<file path="src/quad_out_defs.svh">
// Constants of the quadrature output supervisor
`ifndef QUAD_OUT_DEFS_SVH
`define QUAD_OUT_DEFS_SVH
`define QO_CLK_HZ          50000000
`define QO_PULSES_PER_REV  4096
`define QO_POS_WIDTH       14
`define QO_OVLT_HOLD_MS    200
`define QO_OVLT_HOLD_CYC   ((`QO_CLK_HZ / 1000) * `QO_OVLT_HOLD_MS)
`define QO_ADDR_MIN        7'h01
`define QO_ADDR_MAX        7'h63
`define QO_BAUD_MIN_BPS    9600
`define QO_BAUD_MAX_BPS    12000000
`define QO_BAUD_CNT_W      24
`endif

</file>
<file path="src/quad_out_pkg.sv">
// Types of the quadrature output supervisor
package quad_out_pkg;
  typedef enum logic [1:0] {
    ST_WAIT_ADDR,
    ST_RUN,
    ST_ABSENT,
    ST_LOCKED
  } sup_state_t;

  typedef struct packed {
    logic chan_a;
    logic chan_b;
  } quad_pair_t;

  typedef struct packed {
    logic [3:0] tens;
    logic [3:0] units;
  } addr_switch_t;
endpackage

</file>
<file path="src/sync2.sv">
// Two flip-flop synchroniser for one level
`timescale 1ns/10ps
module sync2 (
  input  wire logic ref_clk_i,
  input  wire logic reset_n_i,
  input  wire logic async_i,
  output logic      sync_o
);
  logic meta_q;

  always_ff @(posedge ref_clk_i or negedge reset_n_i) begin
    if (!reset_n_i) begin
      meta_q <= 1'b0;
      sync_o <= 1'b0;
    end else begin
      meta_q <= async_i;
      sync_o <= meta_q;
    end
  end
endmodule // sync2

</file>
<file path="src/quadrature_output_supervisor.sv">
// Quadrature output generation, start-up gating and protection shutdown
`timescale 1ns/10ps
`include "quad_out_defs.svh"

module quadrature_output_supervisor #(
  parameter int unsigned OVLT_HOLD_CYC = `QO_OVLT_HOLD_CYC
) (
  // Clock and reset
  input  wire logic                      ref_clk_i,
  input  wire logic                      reset_n_i,
  // Shaft position, same clock domain
  input  wire logic [`QO_POS_WIDTH-1:0]  shaft_pos_i,
  // Comparator, switch and bus receive pins
  input  wire logic                      feed_in_high_i,
  input  wire logic                      supply_over_i,
  input  wire quad_out_pkg::addr_switch_t addr_sw_i,
  input  wire logic                      bus_rx_i,
  // Incremental outputs
  output quad_out_pkg::quad_pair_t       quad_o,
  output logic                           quad_oe_n_o,
  // Bus side
  output logic                           bus_tx_o,
  output logic                           bus_tx_oe_n_o,
  output logic                           bus_enable_o,
  output logic [6:0]                     station_addr_o,
  output logic [6:0]                     dest_addr_o,
  output logic [`QO_BAUD_CNT_W-1:0]      bit_time_o,
  output logic                           bit_time_valid_o,
  // Status
  output logic                           running_o,
  output logic                           locked_o
);
  // ==========================================================
  // Pin synchronisation
  logic feed_s;
  logic over_s;
  logic rx_s;
  logic [7:0] sw_s;

  sync2 u_sync_feed (.ref_clk_i(ref_clk_i), .reset_n_i(reset_n_i),
                     .async_i(feed_in_high_i), .sync_o(feed_s));
  sync2 u_sync_over (.ref_clk_i(ref_clk_i), .reset_n_i(reset_n_i),
                     .async_i(supply_over_i), .sync_o(over_s));
  sync2 u_sync_rx   (.ref_clk_i(ref_clk_i), .reset_n_i(reset_n_i),
                     .async_i(bus_rx_i), .sync_o(rx_s));

  genvar gi;
  generate
    for (gi = 0; gi < 8; gi++) begin : g_sw
      sync2 u_sync_sw (.ref_clk_i(ref_clk_i), .reset_n_i(reset_n_i),
                       .async_i(addr_sw_i[gi]), .sync_o(sw_s[gi]));
    end
  endgenerate

  // ==========================================================
  // Address decode
  logic [6:0] addr_val;
  logic       addr_ok;

  always_comb begin
    addr_val = 7'h00;
    addr_ok  = 1'b0;
    if (sw_s[7:4] <= 4'h9 && sw_s[3:0] <= 4'h9) begin
      // Widened before the product so tens times ten cannot wrap at 4 bits
      addr_val = ({3'h0, sw_s[7:4]} * 7'h0a) + {3'h0, sw_s[3:0]};
      addr_ok  = (addr_val >= `QO_ADDR_MIN) && (addr_val <= `QO_ADDR_MAX);
    end
  end

  // ==========================================================
  // Overvoltage timer
  logic [31:0] over_cnt_q;
  logic        over_trip;

  assign over_trip = over_s && (over_cnt_q >= OVLT_HOLD_CYC);

  always_ff @(posedge ref_clk_i or negedge reset_n_i) begin
    if (!reset_n_i) begin
      over_cnt_q <= 32'h0;
    end else if (!over_s) begin
      over_cnt_q <= 32'h0;
    end else if (over_cnt_q < OVLT_HOLD_CYC) begin
      over_cnt_q <= over_cnt_q + 32'h1;
    end
  end

  // ==========================================================
  // Supervisor state
  quad_out_pkg::sup_state_t state_q;
  logic [6:0] addr_q;

  always_ff @(posedge ref_clk_i or negedge reset_n_i) begin
    if (!reset_n_i) begin
      state_q <= quad_out_pkg::ST_WAIT_ADDR;
    end else begin
      case (state_q)
        quad_out_pkg::ST_WAIT_ADDR: begin
          if (over_trip)
            state_q <= quad_out_pkg::ST_LOCKED;
          else if (feed_s)
            state_q <= quad_out_pkg::ST_ABSENT;
          else if (addr_ok)
            state_q <= quad_out_pkg::ST_RUN;
        end
        quad_out_pkg::ST_RUN: begin
          if (over_trip)
            state_q <= quad_out_pkg::ST_LOCKED;
          else if (feed_s)
            state_q <= quad_out_pkg::ST_ABSENT;
        end
        // Absent until the next power-on reset or an overvoltage trip to ST_LOCKED
        quad_out_pkg::ST_ABSENT: begin
          if (over_trip)
            state_q <= quad_out_pkg::ST_LOCKED;
        end
        quad_out_pkg::ST_LOCKED: state_q <= quad_out_pkg::ST_LOCKED;
        default: state_q <= quad_out_pkg::ST_LOCKED;
      endcase
    end
  end

  // Address frozen at start-up; switches moved later are ignored
  always_ff @(posedge ref_clk_i or negedge reset_n_i) begin
    if (!reset_n_i) begin
      addr_q <= 7'h00;
    end else if (state_q == quad_out_pkg::ST_WAIT_ADDR && addr_ok) begin
      addr_q <= addr_val;
    end
  end

  logic run;
  assign run = (state_q == quad_out_pkg::ST_RUN);

  // ==========================================================
  // Quadrature generation
  logic [`QO_POS_WIDTH-1:0] pos_q;
  logic [1:0]               phase_q;
  logic                     init_q;
  logic                     step_up_q;

  // 4096 pulses, four steps each, over a 14-bit turn
  always_ff @(posedge ref_clk_i or negedge reset_n_i) begin
    if (!reset_n_i) begin
      pos_q     <= '0;
      phase_q   <= 2'h0;
      init_q    <= 1'b0;
      step_up_q <= 1'b1;
    end else if (!init_q) begin
      pos_q   <= shaft_pos_i;
      phase_q <= shaft_pos_i[1:0];
      init_q  <= 1'b1;
    end else if (pos_q != shaft_pos_i) begin
      // one step per clock toward target
      if (14'(shaft_pos_i - pos_q) < 14'h2000) begin
        pos_q     <= pos_q + 14'h1;
        phase_q   <= phase_q + 2'h1;
        step_up_q <= 1'b1;
      end else begin
        pos_q     <= pos_q - 14'h1;
        phase_q   <= phase_q - 2'h1;
        step_up_q <= 1'b0;
      end
    end
  end

  // gray phase gives 90 degree offset
  always_ff @(posedge ref_clk_i or negedge reset_n_i) begin
    if (!reset_n_i) begin
      quad_o <= '0;
    end else begin
      // Upward (A,B) runs 00,10,11,01 so A leads B
      quad_o.chan_a <= run & (phase_q[1] ^ phase_q[0]);
      quad_o.chan_b <= run & phase_q[1];
    end
  end

  assign quad_oe_n_o   = ~run;
  assign bus_tx_oe_n_o = ~run;
  assign bus_tx_o      = 1'b1;
  assign bus_enable_o  = run;
  assign running_o     = run;
  assign locked_o      = (state_q == quad_out_pkg::ST_LOCKED);
  assign station_addr_o = addr_q;
  assign dest_addr_o   = addr_q;

  // ==========================================================
  // Bit rate detection: shortest low pulse seen is one bit time
  logic                      rx_d1_q;
  logic [`QO_BAUD_CNT_W-1:0] low_cnt_q;
  logic [`QO_BAUD_CNT_W-1:0] best_q;
  logic                      best_ok_q;
  localparam logic [`QO_BAUD_CNT_W-1:0] BIT_MAX =
    `QO_BAUD_CNT_W'(`QO_CLK_HZ / `QO_BAUD_MIN_BPS);
  localparam logic [`QO_BAUD_CNT_W-1:0] BIT_MIN =
    `QO_BAUD_CNT_W'(`QO_CLK_HZ / `QO_BAUD_MAX_BPS);

  always_ff @(posedge ref_clk_i or negedge reset_n_i) begin
    if (!reset_n_i) begin
      rx_d1_q   <= 1'b1;
      low_cnt_q <= '0;
      best_q    <= '0;
      best_ok_q <= 1'b0;
    end else begin
      rx_d1_q <= rx_s;
      if (!rx_s) begin
        if (low_cnt_q <= BIT_MAX)
          low_cnt_q <= low_cnt_q + `QO_BAUD_CNT_W'(1);
      end else begin
        low_cnt_q <= '0;
        if (!rx_d1_q && low_cnt_q >= BIT_MIN && low_cnt_q <= BIT_MAX &&
            (!best_ok_q || low_cnt_q < best_q)) begin
          best_q    <= low_cnt_q;
          best_ok_q <= 1'b1;
        end
      end
    end
  end

  assign bit_time_o       = best_q;
  assign bit_time_valid_o = best_ok_q & run;

  // ==========================================================
  // Checks
  // no start without address
  chk_start_needs_addr: assert property (@(posedge ref_clk_i) disable iff (!reset_n_i)
    ($past(state_q) == quad_out_pkg::ST_WAIT_ADDR && run) |-> $past(addr_ok))
    else $error("started without valid address");
  chk_absent_quiet: assert property (@(posedge ref_clk_i) disable iff (!reset_n_i)
    (state_q == quad_out_pkg::ST_ABSENT) |-> (quad_oe_n_o && bus_tx_oe_n_o && !bus_enable_o))
    else $error("absent device still drives");
  chk_feed_shutdown: assert property (@(posedge ref_clk_i) disable iff (!reset_n_i)
    (run && feed_s && !over_trip) |=> (state_q == quad_out_pkg::ST_ABSENT))
    else $error("feed-in did not shut down");
  chk_lock_sticky: assert property (@(posedge ref_clk_i) disable iff (!reset_n_i)
    locked_o |=> locked_o)
    else $error("permanent lock released");
  chk_lock_cause: assert property (@(posedge ref_clk_i) disable iff (!reset_n_i)
    $rose(locked_o) |-> $past(over_cnt_q) >= OVLT_HOLD_CYC)
    else $error("lock before hold time");
  chk_dest_addr: assert property (@(posedge ref_clk_i) disable iff (!reset_n_i)
    dest_addr_o == station_addr_o)
    else $error("destination address differs");
  chk_addr_range: assert property (@(posedge ref_clk_i) disable iff (!reset_n_i)
    run |-> (addr_q >= `QO_ADDR_MIN && addr_q <= `QO_ADDR_MAX))
    else $error("running address out of range");
  // one channel per step, once the outputs left their idle value
  chk_one_edge: assert property (@(posedge ref_clk_i) disable iff (!reset_n_i)
    (run && $past(run) && $past(run, 2)) |->
      !($changed(quad_o.chan_a) && $changed(quad_o.chan_b)))
    else $error("both channels changed at once");
  // A rises with B low on an upward step only
  chk_lead_dir: assert property (@(posedge ref_clk_i) disable iff (!reset_n_i)
    (run && $past(run) && $past(run, 2) && $rose(quad_o.chan_a)) |->
      (quad_o.chan_b != $past(step_up_q)))
    else $error("channel A edge with wrong B level");
  chk_bit_band: assert property (@(posedge ref_clk_i) disable iff (!reset_n_i)
    best_ok_q |-> (best_q >= BIT_MIN && best_q <= BIT_MAX))
    else $error("bit time outside band");
  // outputs held low from the cycle after they are released
  chk_quad_idle: assert property (@(posedge ref_clk_i) disable iff (!reset_n_i)
    !$past(run) |-> (quad_o == '0))
    else $error("incremental outputs active while released");
  // waiting device stays off the bus
  chk_wait_quiet: assert property (@(posedge ref_clk_i) disable iff (!reset_n_i)
    (state_q == quad_out_pkg::ST_WAIT_ADDR) |-> (quad_oe_n_o && bus_tx_oe_n_o && !bus_enable_o))
    else $error("waiting device drives");
  // tracker moves at most one count per clock
  chk_pos_step: assert property (@(posedge ref_clk_i) disable iff (!reset_n_i)
    $past(init_q) |-> (14'(pos_q - $past(pos_q)) inside {14'h0000, 14'h0001, 14'h3fff}))
    else $error("position tracker jumped");
  // four steps per pulse, phase locked to position
  chk_phase_pos: assert property (@(posedge ref_clk_i) disable iff (!reset_n_i)
    init_q |-> (phase_q == pos_q[1:0]))
    else $error("phase lost track of position");

  cov_run: cover property (@(posedge ref_clk_i) disable iff (!reset_n_i) $rose(run));
  cov_absent: cover property (@(posedge ref_clk_i) disable iff (!reset_n_i)
    $rose(state_q == quad_out_pkg::ST_ABSENT));
  cov_lock: cover property (@(posedge ref_clk_i) disable iff (!reset_n_i) $rose(locked_o));
  cov_rate: cover property (@(posedge ref_clk_i) disable iff (!reset_n_i) $rose(best_ok_q));
  cov_reverse: cover property (@(posedge ref_clk_i) disable iff (!reset_n_i) $fell(step_up_q));
endmodule // quadrature_output_supervisor

</file>
<file path="config.mk">
export PLATFORM = sky130hd
export DESIGN_NAME = quadrature_output_supervisor
export DESIGN_NICKNAME = d
export VERILOG_FILES = /design/src/quad_out_pkg.sv /design/src/sync2.sv /design/src/quadrature_output_supervisor.sv
export VERILOG_INCLUDE_DIRS = /design/src
export SDC_FILE = /design/constraint.sdc
export NUM_CORES = 1
export LEC_CHECK = 0
export ABC_AREA = 0
export BUFFER_PORTS_ARGS = -buffer_cell sky130_fd_sc_hd__buf_2
export CAP_MARGIN = 0
export CORE_ASPECT_RATIO = 1.2
export CORE_MARGIN = 1
export CORE_UTILIZATION = 49
export CTS_CLUSTER_SIZE = 24
export DETAILED_ROUTE_END_ITERATION = 16
export PLACE_DENSITY = 0.69
export RECOVER_POWER = 50
export SLEW_MARGIN = 20
export SYNTH_ARGS = -nofsm -noshare
export SYNTH_HDL_FRONTEND = slang
export SYNTH_SLANG_ARGS = --single-unit
</file>
<file path="constraint.sdc">
create_clock -name ref_clk_i -period 4.5 [get_ports ref_clk_i]
set_input_delay 0.225 -clock ref_clk_i [delete_from_list [all_inputs] [get_ports ref_clk_i]]
set_output_delay 0.225 -clock ref_clk_i [all_outputs]
set_load 0.005 [all_outputs]
</file>
==> summary.md <==
| Metric | Value |
|---|---|
| Status | complete, but fails checks |
| Failing checks | max-capacitance violations, max-slew violations |
| Count of final hold-check violations | 0 |
| Largest net degree at the start of global routing | 57 |
| Vias in the first global route | between 5000 and 6000 |
| Initial antenna violation count | 0 |
| Top cells by area, synth | dfrtp_1, ha_1, xor2_1 |
| Area growth syn-to-layout | 16.37% |
| Final core occ | just under 60% |
| # setup viols final | 0 |
| Hold Crit Class | input pin to flip-flop |
| Hpwl dp | a little over 10000 um |
| Clk root buf | clkbuf_16 |
| Reg clk slew, reported paths | around 0.060 ns |
| Flops & latches, synth | between 100 and 150 |
| EDFF count, synth | 0 |
| Post-Synthesis Cells | roughly 700 |
| Slew Limit Headroom | -99.61% |
| CP Data Arrival Time | roughly 4.4 ns |
| Clk buf depth | 2 |
| Area of the mapped netlist | 7247 um2 |
| Unrepaired setup endpoints after global routing | no |
| Overflow after GRT | 0 |
| GRT Resource Usage Total | a little over a fifth |
| Sequential share of the synthesized area | between 40% and 50% |
| Fin nets | about 870 |
| Synth area leader | dfrtp_1 |
| Peak supply drop | about 310 uV |
| Residual DRC | 0 |
| Fillers | 1221 |
| RePlAce Congestion | 0.9014 |
| Setup tns final | 0 ns |
| Clock sinks | about 130 |
| Final setup margin | roughly 0.41 ns |
| Required time worst endpoint | 4.81 ns |
| Final wirelength | 14590 um |
| Die X | 113.0 um |
| Yosys top cell area share | a little under half |
| Skew final | between 0.009 and 0.01 ns |
| P_leak | 4.226 nW |
| Clk_lat worst skew | between 0.4 and 0.5 ns |
| Die footprint | roughly 15000 um2 |
| Synth Warn # | 0 |
| Tmin final | between 4 and 5 ns |
| Core Area | around 14000 um2 |
| Synth Flop Type | dfrtp_1 |
| Pre-CTS WS | roughly 0.32 ns |
| Initial Util | roughly half |
| WL/cell | around 15 um |
| Number of routed nets with antenna violations | 0 |
| Num CTS Buffers | 17 |
| Final slew viol count | between 50 and 60 |
| Max_cap viols | 1 |
| CP startpoint kind | flip-flop |
| Share of layout cells above drive strength 1 | between 15 and 20% |
| Hold depth | 2 |
| F_max | between 200 and 250 MHz |
| Die height | around 140 um |
| Vias | roughly 5400 |
| Post-place instance area | roughly 7700 um2 |
| Antenna diodes | 0 |
| Ports | 74 |
| Design Area, Final | 8433 um2 |
| Final Cycle Share | 90.80% |
| Row cnt | 48 |
| Port Buffers | slightly above 70 |
| Iteration-0 DRC Markers | roughly 280 |
| Ys async rst share | 100.0% |
| Critical Path Sink Type | flip-flop |
| Via density per instance | 5.525 |
| Power Density | about 550 nW/um2 |
| First-pass GRT wire length | about 25000 um |
| Distinct cells, synth | between 60 and 70 |
| Worst R2R Path Depth | 16 |
| Mean Syn Cell Area | a little over 10 um2 |
| CP max FO | 9 |
| H-tree depth | 4 |
| Critical path type | flip-flop to flip-flop |
| CTS tree | built |
| Pwr Total | between 0.004 and 0.005 W |
| 1st-pass router iterations | 4 |
| Least-Margin Pin Slew | between 2 and 3 ns |
synth_stat cells (2+ instances only):
cell type,number
o21ba_2,2
mux2_2,12
nor4b_1,3
o2111ai_1,2
nand3_1,16
nor4_1,9
nand2b_1,4
xnor2_1,9
o211ai_1,4
o21ai_0,25
nand4_1,9
nor3b_1,7
ha_1,58
buf_2,2
a221o_1,5
fa_1,3
o31ai_1,5
a41oi_1,2
a21o_1,15
clkbuf_1,16
dfrtp_1,131
a31oi_1,9
inv_1,53
and2_1,45
xor2_1,35
or2_2,2
and3_1,9
a21oi_1,36
nor2_1,43
or3_1,9
nand2_1,29
a211oi_1,5
a21boi_0,4
mux2_4,4
a22oi_1,2
or4_1,2
buf_4,11
nor2b_1,10
mux2i_1,6
nor3_1,19
and4_1,4
o21a_1,3
logic make-up (layout without fill, tap and decap cells):
family / after synthesis / count (layout) / share of synthesized area [%]
and+or+nand+nor: 227 / 227 / 17.51
DFF: 132 / 132 / 45.60
other: 1 / 2 / 0.05175
muxes: 23 / 23 / 3.678
buffers and inverters: 85 / 178 / 5.110
adders and majority gates: 61 / 61 / 10.84
AOI/OAI and AO/OA: 128 / 128 / 11.59
xor gates and xnor gates: 45 / 45 / 5.628
critical path: stages (launching register included):
cell and delay, ns:
dfrtp_1 0.38, inv_1 0.05, ha_1 0.29, a21oi_1 0.14, nor2_1 0.06, a211oi_1 0.36
o211ai_2 0.22, xnor2_2 0.49, inv_1 0.12, fa_1 0.41, nor2b_1 0.16, o21a_1 0.14
o21ai_0 0.13, a31oi_1 0.37, a21boi_0 0.21, mux2i_1 0.16, a221o_1 0.26
report_power, final:
| part | internal (W) | switching, W |
|---|---|---|
| registers | 0.00130 | 0.0000972 |
| logic | 0.000835 | 0.00101 |
| clock network | 0.000896 | 0.000526 |
final cells by class:
type	instances	area (um2)	share of cell area (%)
Multi-Input combinational cell	486	3583	42.49
Sequential cell	132	3304	39.18
Timing Repair Buffer	92	513.0	6.083
Clock buffer	19	452.9	5.371
Tap cell	175	219.0	2.596
Inverter	54	202.7	2.404
Clock inverter	13	157.7	1.869
path summary, 6_finish.rpt:
kind,startpoint,endpoint,slack [ns]
max,pos_q[10],pos_q[10],0.41
min,shaft_pos_i[10],pos_q[10],0.05
max reg2reg,pos_q[10],pos_q[10],0.41
min reg2reg,g_sw[3].u_sync_sw.meta_q,g_sw[3].u_sync_sw.sync_o,0.35
max in group asynchronous,reset_n_i,low_cnt_q[7],1.08
min in group asynchronous,reset_n_i,state_q[0],1.33
flip-flops by register name (all words and copies together), names as in the netlist, 2 cells and up:
register and cells:
phase_q 2, pos_q 14, bit_time_o 24, state_q 2, dest_addr_o 7, g_sw.u_sync_sw.sync_o 8
low_cnt_q 24, quad_o 2, g_sw.u_sync_sw.meta_q 8, over_cnt_q 32
per-stage QoR:
stage,cells,hold slack [ns]
6_report,971,0.05344
5_1_grt,971,0.04582
4_1_cts,971,0.04419
3_5_place_dp,927,0.3343
3_3_place_gp,927,0.3314
2_1_floorplan,703,-0.07059
per-layer routing:
metal / track usage [%] / vias to the layer above / part of all wire [%]
met3: 5.369 / 27 / 3.4
met4: 9.576 / 0 / 2.3
met5: 0 / - / 0
met1: 24.73 / 2626 / 44
li1: - / 2613 / -
met2: 35.48 / 99 / 50
cells in the final DEF (no fill, tap or decap), drive strengths merged, types with 4 or more instances in the layout:
cell	n
a221o	5
nor4b	4
mux2	17
or3	9
dlygate4sd3	12
o211ai	5
ha	58
clkinv	7
o21ai	26
a21boi	4
a21oi	37
mux2i	6
a31oi	9
and3	9
nand4	9
nor4	11
and2	45
nand2	29
nand3	16
nor2b	10
inv	53
nor3b	7
buf	62
nor3	19
nor2	44
nand2b	4
o31ai	5
xor2	35
a21o	15
dfrtp	131
a211oi	5
xnor2	9
clkbuf	37
and4	4
clkinvlp	4
what timing repair did:
action                                  4_1_cts  5_1_grt
resized for setup                             0        1
hold buffers                                 12        0
hold endpoints to repair                     65        0
endpoints found under the setup margin        0        4
setup buffers                                 0        0
Note: power is estimated with default switching activity, not from simulation.
